<file path="config.mk">
export PLATFORM = sky130hd
export DESIGN_NAME = flash_host
export DESIGN_NICKNAME = d
export VERILOG_FILES = /design/src/hdl/flash_host_pkg.sv /design/src/hdl/flash_host.sv
export VERILOG_INCLUDE_DIRS = /design/src /design/src/hdl
export SDC_FILE = /design/constraint.sdc
export NUM_CORES = 1
export LEC_CHECK = 0
export ABC_AREA = 0
export ABC_CLOCK_PERIOD_IN_PS = 3880
export BUFFER_PORTS_ARGS = -buffer_cell sky130_fd_sc_hd__buf_2
export CORE_ASPECT_RATIO = 1.75
export CORE_MARGIN = 2
export CORE_UTILIZATION = 54
export DETAILED_ROUTE_END_ITERATION = 8
export PLACE_DENSITY = 0.83
export SLEW_MARGIN = 20
export SYNTH_ARGS = -nofsm -noshare
export SYNTH_HDL_FRONTEND = slang
export SYNTH_SLANG_ARGS = --single-unit
</file>
<file path="constraint.sdc">
create_clock -name clk_i -period 3.88 [get_ports clk_i]
set_input_delay 0.388 -clock clk_i [delete_from_list [all_inputs] [get_ports clk_i]]
set_output_delay 0.388 -clock clk_i [all_outputs]
set_load 0.005 [all_outputs]
</file>
<file path="src/hdl/flash_host_defs.svh">
// Purpose: constants for the flash command host controller
// Assumes: 40 MHz clock, byte-wide flash with 20 address bits
// Notes: timing counts rounded up to whole clock cycles
// Operation
// - AA, 55, 90 enters identification mode
// - read offset 02 gives sector protection
// - program: unlock, unlock, A0, address plus data
// - erase: six cycles, 10 chip, 30 sector
// - F0 returns flash to read mode
// - read with select, output enable low
// - writes hold write and select low, output high
`ifndef FLASH_HOST_DEFS_SVH
`define FLASH_HOST_DEFS_SVH

`define CLK_PERIOD_NS 25
`define T_ACCESS_NS 70
`define T_ACCESS_CYC ((`T_ACCESS_NS + `CLK_PERIOD_NS - 1) / `CLK_PERIOD_NS)
`define T_WPULSE_NS 35
`define T_WPULSE_CYC ((`T_WPULSE_NS + `CLK_PERIOD_NS - 1) / `CLK_PERIOD_NS)
`define T_RESET_NS 500
`define T_RESET_CYC ((`T_RESET_NS + `CLK_PERIOD_NS - 1) / `CLK_PERIOD_NS)

`define UNLOCK1_ADDR 20'h00AAA
`define UNLOCK2_ADDR 20'h00555
`define UNLOCK1_DATA 8'hAA
`define UNLOCK2_DATA 8'h55
`define CMD_ID 8'h90
`define CMD_PROGRAM 8'hA0
`define CMD_ERASE_SETUP 8'h80
`define CMD_CHIP_ERASE 8'h10
`define CMD_SECTOR_ERASE 8'h30
`define CMD_SUSPEND 8'hB0
`define CMD_RESUME 8'h30
`define CMD_READ_RESET 8'hF0
`define ID_MAKER_ADDR 20'h00000
`define ID_PART_ADDR 20'h00001
`define ID_PROTECT_LOW 20'h00002
`define SECTOR_LSB 13

`endif

</file>
<file path="src/hdl/flash_host_pkg.sv">
// Purpose: types for the flash command host controller
// Assumes: used with flash_host_defs.svh
// Notes: op codes select the issued sequence
package flash_host_pkg;
	typedef enum logic [3:0]
	{
		OP_READ,
		OP_RESET_CMD,
		OP_ID_READ,
		OP_PROTECT_READ,
		OP_PROGRAM,
		OP_CHIP_ERASE,
		OP_SECTOR_ERASE,
		OP_SUSPEND,
		OP_RESUME,
		OP_HW_RESET
	} op_t;

	typedef enum logic [2:0]
	{
		ST_IDLE,
		ST_WSETUP,
		ST_WPULSE,
		ST_WGAP,
		ST_RPULSE,
		ST_RSTPULSE,
		ST_DONE
	} state_t;
endpackage

</file>
<file path="src/hdl/flash_host.sv">
// Purpose: host side controller issuing flash command sequences over pins
// Assumes: flash pins synchronous to clk_i; one request at a time
// Notes: busy_o stays high from accept to done_o
`timescale 1ns/1ps
`include "flash_host_defs.svh"

module flash_host
	import flash_host_pkg::*;
#(
	parameter int ADDR_W = 20
)
(
	input wire logic clk_i,
	input wire logic rst_n_i,
	input wire logic req_i,
	input wire op_t op_i,
	input wire logic [ADDR_W-1:0] addr_i,
	input wire logic [7:0] data_i,
	input wire logic [7:0] flash_dq_i,
	input wire logic flash_ready_busy_out_i,
	output logic busy_o,
	output logic done_o,
	output logic [7:0] rdata_o,
	output logic flash_ready_o,
	output logic [ADDR_W-1:0] flash_addr_o,
	output logic [7:0] flash_dq_o,
	output logic flash_dq_oe_o,
	output logic flash_ce_n_o,
	output logic flash_oe_n_o,
	output logic flash_we_n_o,
	output logic flash_reset_n_o
);
	// ****************************************
	// sequence table
	// ****************************************
	state_t state_q, state_d;
	op_t op_q, op_d;
	logic [2:0] step_q, step_d;
	logic [2:0] nsteps;
	logic [7:0] cnt_q, cnt_d;
	logic [ADDR_W-1:0] uaddr_q, uaddr_d;
	logic [7:0] udata_q, udata_d;
	logic [ADDR_W-1:0] cyc_addr;
	logic [7:0] cyc_data;
	logic [7:0] rdata_d;
	logic busy_d, done_d, rdy_q, rdy_d;
	logic [ADDR_W-1:0] fa_d;
	logic [7:0] fdq_d;
	logic foe_d, ce_d, oe_d, we_d, rst_d;
	logic [ADDR_W-1:0] sec_mask;

	assign sec_mask = {{(ADDR_W-`SECTOR_LSB){1'b1}}, {`SECTOR_LSB{1'b0}}};

	always_comb
	begin
		unique case (op_q)
			OP_ID_READ, OP_PROTECT_READ: nsteps = 3'd3;
			OP_PROGRAM: nsteps = 3'd4;
			OP_CHIP_ERASE, OP_SECTOR_ERASE: nsteps = 3'd6;
			OP_RESET_CMD, OP_SUSPEND, OP_RESUME: nsteps = 3'd1;
			default: nsteps = 3'd0;
		endcase
	end

	always_comb
	begin
		cyc_addr = ADDR_W'(`UNLOCK1_ADDR);
		cyc_data = `UNLOCK1_DATA;
		unique case (step_q)
			3'd0, 3'd3:
			begin
				cyc_addr = ADDR_W'(`UNLOCK1_ADDR);
				cyc_data = `UNLOCK1_DATA;
			end
			3'd1, 3'd4:
			begin
				cyc_addr = ADDR_W'(`UNLOCK2_ADDR);
				cyc_data = `UNLOCK2_DATA;
			end
			3'd2:
			begin
				cyc_addr = ADDR_W'(`UNLOCK1_ADDR);
				if (op_q == OP_PROGRAM)
					cyc_data = `CMD_PROGRAM;
				else if (op_q == OP_CHIP_ERASE || op_q == OP_SECTOR_ERASE)
					cyc_data = `CMD_ERASE_SETUP;
				else
					cyc_data = `CMD_ID;
			end
			default:
			begin
				cyc_addr = uaddr_q;
				cyc_data = udata_q;
			end
		endcase
		if (op_q == OP_PROGRAM && step_q == 3'd3)
		begin
			cyc_addr = uaddr_q;
			cyc_data = udata_q;
		end
		if (op_q == OP_RESET_CMD)
			cyc_data = `CMD_READ_RESET;
		else if (op_q == OP_SUSPEND)
			cyc_data = `CMD_SUSPEND;
		else if (op_q == OP_RESUME)
			cyc_data = `CMD_RESUME;
		if (nsteps == 3'd1)
			cyc_addr = uaddr_q;
	end

	// ****************************************
	// pin sequencer
	// ****************************************
	always_comb
	begin
		state_d = state_q;
		op_d = op_q;
		step_d = step_q;
		cnt_d = cnt_q;
		uaddr_d = uaddr_q;
		udata_d = udata_q;
		rdata_d = rdata_o;
		busy_d = busy_o;
		done_d = 1'b0;
		rdy_d = flash_ready_busy_out_i;
		fa_d = flash_addr_o;
		fdq_d = flash_dq_o;
		foe_d = flash_dq_oe_o;
		ce_d = flash_ce_n_o;
		oe_d = flash_oe_n_o;
		we_d = flash_we_n_o;
		rst_d = flash_reset_n_o;
		unique case (state_q)
			ST_IDLE:
			begin
				if (req_i)
				begin
					op_d = op_i;
					step_d = 3'd0;
					busy_d = 1'b1;
					uaddr_d = addr_i;
					udata_d = data_i;
					if (op_i == OP_CHIP_ERASE)
						udata_d = `CMD_CHIP_ERASE;
					else if (op_i == OP_SECTOR_ERASE)
					begin
						udata_d = `CMD_SECTOR_ERASE;
						uaddr_d = addr_i & sec_mask;
					end
					if (op_i == OP_HW_RESET)
					begin
						rst_d = 1'b0;
						cnt_d = 8'(`T_RESET_CYC);
						state_d = ST_RSTPULSE;
					end
					else if (op_i == OP_READ)
					begin
						fa_d = addr_i;
						ce_d = 1'b0;
						oe_d = 1'b0;
						cnt_d = 8'(`T_ACCESS_CYC);
						state_d = ST_RPULSE;
					end
					else
						state_d = ST_WSETUP;
				end
			end
			ST_WSETUP:
			begin
				fa_d = cyc_addr;
				fdq_d = cyc_data;
				foe_d = 1'b1;
				oe_d = 1'b1;
				ce_d = 1'b0;
				we_d = 1'b0;
				cnt_d = 8'(`T_WPULSE_CYC);
				state_d = ST_WPULSE;
			end
			ST_WPULSE:
			begin
				if (cnt_q <= 8'd1)
				begin
					we_d = 1'b1;
					ce_d = 1'b1;
					state_d = ST_WGAP;
				end
				else
					cnt_d = cnt_q - 8'd1;
			end
			ST_WGAP:
			begin
				foe_d = 1'b0;
				step_d = step_q + 3'd1;
				if (step_q + 3'd1 < nsteps)
					state_d = ST_WSETUP;
				else if (op_q == OP_ID_READ || op_q == OP_PROTECT_READ)
				begin
					fa_d = (op_q == OP_PROTECT_READ)
						? ((uaddr_q & sec_mask) | ADDR_W'(`ID_PROTECT_LOW))
						: uaddr_q;
					ce_d = 1'b0;
					oe_d = 1'b0;
					cnt_d = 8'(`T_ACCESS_CYC);
					state_d = ST_RPULSE;
				end
				else
					state_d = ST_DONE;
			end
			ST_RPULSE:
			begin
				if (cnt_q <= 8'd1)
				begin
					rdata_d = flash_dq_i;
					ce_d = 1'b1;
					oe_d = 1'b1;
					state_d = ST_DONE;
				end
				else
					cnt_d = cnt_q - 8'd1;
			end
			ST_RSTPULSE:
			begin
				if (cnt_q <= 8'd1)
				begin
					rst_d = 1'b1;
					state_d = ST_DONE;
				end
				else
					cnt_d = cnt_q - 8'd1;
			end
			ST_DONE:
			begin
				busy_d = 1'b0;
				done_d = 1'b1;
				state_d = ST_IDLE;
			end
			default:
				state_d = ST_IDLE;
		endcase
	end

	always_ff @(posedge clk_i)
	begin
		if (!rst_n_i)
		begin
			state_q <= ST_IDLE;
			op_q <= OP_READ;
			step_q <= 3'd0;
			cnt_q <= 8'h00;
			uaddr_q <= '0;
			udata_q <= 8'h00;
			rdata_o <= 8'h00;
			busy_o <= 1'b0;
			done_o <= 1'b0;
			rdy_q <= 1'b0;
			flash_addr_o <= '0;
			flash_dq_o <= 8'h00;
			flash_dq_oe_o <= 1'b0;
			flash_ce_n_o <= 1'b1;
			flash_oe_n_o <= 1'b1;
			flash_we_n_o <= 1'b1;
			flash_reset_n_o <= 1'b1;
		end
		else
		begin
			state_q <= state_d;
			op_q <= op_d;
			step_q <= step_d;
			cnt_q <= cnt_d;
			uaddr_q <= uaddr_d;
			udata_q <= udata_d;
			rdata_o <= rdata_d;
			busy_o <= busy_d;
			done_o <= done_d;
			rdy_q <= rdy_d;
			flash_addr_o <= fa_d;
			flash_dq_o <= fdq_d;
			flash_dq_oe_o <= foe_d;
			flash_ce_n_o <= ce_d;
			flash_oe_n_o <= oe_d;
			flash_we_n_o <= we_d;
			flash_reset_n_o <= rst_d;
		end
	end

	assign flash_ready_o = rdy_q;
endmodule

</file>
* Yosys cells after proc, flatten, opt, wreduce, memory -nomap -nowiden *
Memory sizes are Yosys's and may differ from the RTL's. A register that Yosys moved wholly into a read port is not among the register bits.
Index checks and enable logic that the tools add are counted.

cells by class
  add/subtract/negate cells = 2
  order comparisons = 2
  equality and inequality tests = 35
  multiplexer cells = 56
  reductions and logical operators = 32

operators with widths
  kind                                                 number
  2-to-1 mux 20 bit                                    7
  2-to-1 mux 8 bit                                     12
  one-hot mux 20 bit (3 select lines)                  1
  one-hot mux 20 bit (2 select lines)                  1
  2-to-1 mux 13 bit                                    3
  one-hot mux 8 bit (4 select lines)                   1
  equality test 4 x 3 -> 1 bit, second input constant  6
  one-hot mux 8 bit (3 select lines)                   1
  2-to-1 mux 3 bit                                     7
  != test 2 bit, second input constant                 10
  one-hot mux 3 bit (5 select lines)                   1
  AND reduction 7 bit                                  2
  equality test 3 x 2 -> 1 bit, second input constant  4
  equality test 3 bit, second input constant           4
  AND reduction 6 bit                                  2
  nonzero test 4 bit                                   3
  2-to-1 mux 1 bit                                     10
  AND reduction 2 bit                                  5
  nonzero test 2 bit                                   5
  equality test 3 x 1 -> 1 bit, second input constant  3
  equality test 4 x 2 -> 1 bit, second input constant  2
  equality test 4 bit, second input constant           2
  <= comparator 8 x 1 -> 1 bit, second input constant  1
  2-to-1 mux 4 bit                                     2
  21 further kinds                                     32

storage, ports and cells
  bits in registers = 90
  memory bits (read-only) = 48
  input bits = 44
  output and inout port bits = 44
  word-level logic and storage cells = 145
  memories = 1

memory list
  name             depth  width  read ports  clocked after memory_dff  write ports  line              source
  (no name shown)  16     3      1           1                         0            flash_host.sv:56  unique case (op_q)

* Longest topological paths before layout *
  depth after elaboration = 9
  depth in mapped cells = 10

* Worst setup path after synthesis *
OpenSTA, ideal clock, no wires.

  path kind = register to register
  start = register step_q[0]
  end = register flash_addr_o[0]
  library setup time = 0.119 ns
  arrival time = 2.430 ns
  slack = 1.332 ns
  cell stages (with the launch flop) = 11
  cell sequence = dfxtp_1 ha_1 ha_1 inv_1 ha_1 a21o_1 a31oi_1 o21a_1 nor2_1 buf_2 o221a_2

between the ends
  word-level cells in the longest chain between the ends = 6

RTL lines
  item                                                          line               source
  from (decl)                                                   flash_host.sv:38   logic [2:0] step_q, step_d;
  from (signal assigned)                                        flash_host.sv:268  step_q <= step_d;
  branches (longest 6 deep; another with adder 3 x 1 -> 3 bit)  -
  to (signal assigned)                                          flash_host.sv:256  flash_addr_o <= '0;
  to (signal assigned)                                          flash_host.sv:276  flash_addr_o <= fa_d;
  to (decl)                                                     flash_host.sv:25   output logic [ADDR_W-1:0] flash_addr_o,

Several ways; the timed one is not identified.
A chain may end at the register's enable or synchronous reset.

* Worst setup path in the final report *
  start = register step_q[0]
  end = register flash_addr_o[9]

The elaborated chain is that of the path after synthesis.

==> results.sh <==
export IMPL_diodes=0
export IMPL_critPathLaunchType="flip-flop"
export IMPL_stdcell_area_mm2=0.00546
export IMPL_vias=4598
export IMPL_fp_dieH_um=127
export IMPL_grt_usage_pct=27.4
export IMPL_drive_above_1_share_pct=22.0
export IMPL_synth_cells=565
export IMPL_cts_resized=0
export IMPL_hold_viol=0
export IMPL_drt_iter0_drc=446
export IMPL_syn_nets=621
export IMPL_clk_latency_ns=0.34
export IMPL_path_class="reg -> reg"
export IMPL_root_buffer="clkbuf_16"
export IMPL_p_leak_nw=2.24
export IMPL_drv_slew=0
export IMPL_cts_tree="done"
export IMPL_row_count=45
export IMPL_antenna_found_initial=0
export IMPL_fin_crit_ns=3.02
export IMPL_setup_violations_final=0
export IMPL_via_per_inst=6.11
export IMPL_cap_violations=0
export IMPL_max_freq_mhz=331
export IMPL_syn2layout_area_growth_pct=16.5
export IMPL_ys_seq_elements=93
export IMPL_start_util_pct=54.7
export IMPL_hold_buffers=0
export IMPL_crit_fanout=12
export IMPL_cts_setup_buffers=0
export IMPL_critPathRequiredTime_ns=4.11
export IMPL_power_density_mw_per_mm2=661
export IMPL_synthFlopType="dfxtp_1"
export IMPL_tightest_slew_ns=0.925
export IMPL_clock_skew_ns=0.00841
export IMPL_fin_nets=686
export IMPL_die_area_mm2=0.00946
export IMPL_clockBufferDepth=2
export IMPL_gp_congestion=0.954
export IMPL_wirelength_um=12700
export IMPL_grt_pass1_wl_um=20500
export IMPL_placed_cell_area_mm2=0.00512
export IMPL_setup_tns_ns=0
export IMPL_critPathLaunch="step_q[0]$_SDFFE_PN0P_"
export IMPL_drc_errors=0
export IMPL_port_buffers=87
export IMPL_synth_edf_count=0
export IMPL_yosys_warnings=0
export IMPL_ys_seq_area_share_pct=39.8
export IMPL_relSlewSlack_pct=37.9
export IMPL_hold_class="in -> reg"
export IMPL_io_pins=88
export IMPL_status="finished clean"
export IMPL_syn_avg_cell_area_um2=8.28
export IMPL_rsz0062_at_grt="false"
export IMPL_grt_overflow=0
export IMPL_end_kind="flip-flop"
export IMPL_regToRegStartpoint="step_q[0]$_SDFFE_PN0P_"
export IMPL_drtPass1Iterations=6
export IMPL_htreeDepth=3
export IMPL_ir_worst_vdd_mv=0.420
export IMPL_finalCritPeriodShare_pct=77.9
export IMPL_wl_per_cell_um=16.9
export IMPL_cts_sinks=93
export IMPL_core_area_mm2=0.00856
export IMPL_grt_max_degree=44
export IMPL_die_x_um=74.4
export IMPL_worstHoldStart="flash_ready_busy_out_i"
export IMPL_grt_pass1_vias=4477
export IMPL_synth_cell_types=75
export IMPL_async_reset_ff_share_pct=0
export IMPL_ant_nets=0
export IMPL_worstPathArrival_ns=3.26
export IMPL_netlist_area_mm2=0.00468
export IMPL_cts_buffers=9
export IMPL_dpl_hpwl_um=8720
export IMPL_clk_pin_slew_ns=0.07
==> logic make-up after synthesis <==
kind of cell	share of synthesized area [%]
AOI/OAI and AO/OA	25.1
xor gates and xnor gates	0.936
adders and majority gates	3.21
buffers and inverters	5.43
DFF	39.8
muxes	3.07
and+or+nand+nor	22.5
==> flip-flops by register name, indices dropped and copies added, names as in the netlist, 3 cells and up <==
name	cells
cnt_q	8
flash_addr_o	20
flash_dq_o	8
nsteps	3
op_q	4
rdata_o	8
state_q	3
step_q	3
uaddr_q	20
udata_q	8
==> cell type report <==
type                       count  area, µm²
inverter                      19       71.3
clock buffer                  10        239
multi-input combinational    414       2560
tap                          117        146
fill                         728       3100
clock inverter                 6       91.3
timing repair buffer          93        480
sequential                    93       1860
==> critical path: stages (launching register included) <==
cell and delay (ns):
dfxtp_1 0.36, ha_1 0.24, ha_1 0.30, inv_1 0.05, ha_1 0.28, a31oi_1 0.23
o21ai_1 0.81, nand3_1 0.31, o221a_2 0.33
==> report_power, final <==
part | internal, mW | leakage [nW] | total (mW) | switching [mW]
clock | 0.587 | 0.163 | 0.967 | 0.380
combinational | 0.522 | 1.32 | 1.34 | 0.819
sequential | 1.14 | 0.760 | 1.30 | 0.157
==> per-layer routing <==
metal / track usage [%] / share of wire, % / vias to the layer above
met2: 46.3 / 52 / 217
met5: 0 / 0 / -
li1: - / - / 2154
met3: 5.99 / 7.0 / 38
met1: 31.9 / 38 / 2189
met4: 13.2 / 2.8 / 0
==> synthesized netlist by cell type, types with 4 or more instances <==
master,count,area share (%)
dfxtp_1,93,40
mux2i_1,11,2.4
nor2b_1,4,0.53
clkbuf_1,24,1.9
a22o_1,10,1.9
a31oi_1,5,0.67
inv_1,19,1.5
a22oi_1,7,1.1
nor2_1,40,3.2
buf_2,8,0.86
o221a_2,11,2.6
nand4_1,7,0.94
a211oi_1,5,0.80
or3_1,4,0.53
nand2_1,84,6.7
a21oi_1,64,6.8
ha_1,12,3.2
nand2b_1,7,0.94
o21ai_0,28,3.0
nand3_1,29,3.1
nor3_1,10,1.1
==> cell usage in the layout (no fill, tap or decap), types with 5 or more instances in the layout <==
| cell | netlist | routed |
|---|---|---|
| dfxtp_1 | 93 | 93 |
| buf_2 | 8 | 87 |
| nand2_1 | 84 | 84 |
| a21oi_1 | 64 | 64 |
| nor2_1 | 40 | 40 |
| nand3_1 | 29 | 29 |
| o21ai_0 | 28 | 28 |
| inv_1 | 19 | 18 |
| ha_1 | 12 | 12 |
| mux2i_1 | 11 | 11 |
| o221a_2 | 11 | 11 |
| nor3_1 | 10 | 10 |
| a22o_1 | 10 | 10 |
| clkbuf_16 | 0 | 9 |
| a22oi_1 | 7 | 7 |
| nand2b_1 | 7 | 7 |
| nand4_1 | 7 | 7 |
| buf_4 | 3 | 6 |
| a31oi_1 | 5 | 5 |
| a211oi_1 | 5 | 5 |
==> per-stage QoR <==
step	util, %	setup slack, ns	total power, mW	hold WS (ns)	std cells
6_report	63.7	0.859	3.61	0.247	752
5_1_grt	63.7	0.687	3.80	0.255	752
4_1_cts	63.7	0.933	3.59	0.242	752
3_5_place_dp	59.9	0.996	2.62	0.443	736
3_3_place_gp	59.9	1.07	2.57	0.437	736
2_1_floorplan	-	1.33	2.26	0.432	565
==> final timing paths <==
| kind | cells past startpoint | to | slack, ns |
|---|---|---|---|
| setup / recovery | 8 | flash_addr_o[9]$_SDFFE_PN0P_ | 0.86 |
| hold / removal | 2 | flash_ready_o$_SDFF_PN0_ | 0.25 |
| setup reg to reg | 8 | flash_addr_o[9]$_SDFFE_PN0P_ | 0.86 |
| hold reg to reg | 2 | flash_dq_o[2]$_SDFFE_PN0P_ | 0.46 |
Power figures use the tool's default switching activity.
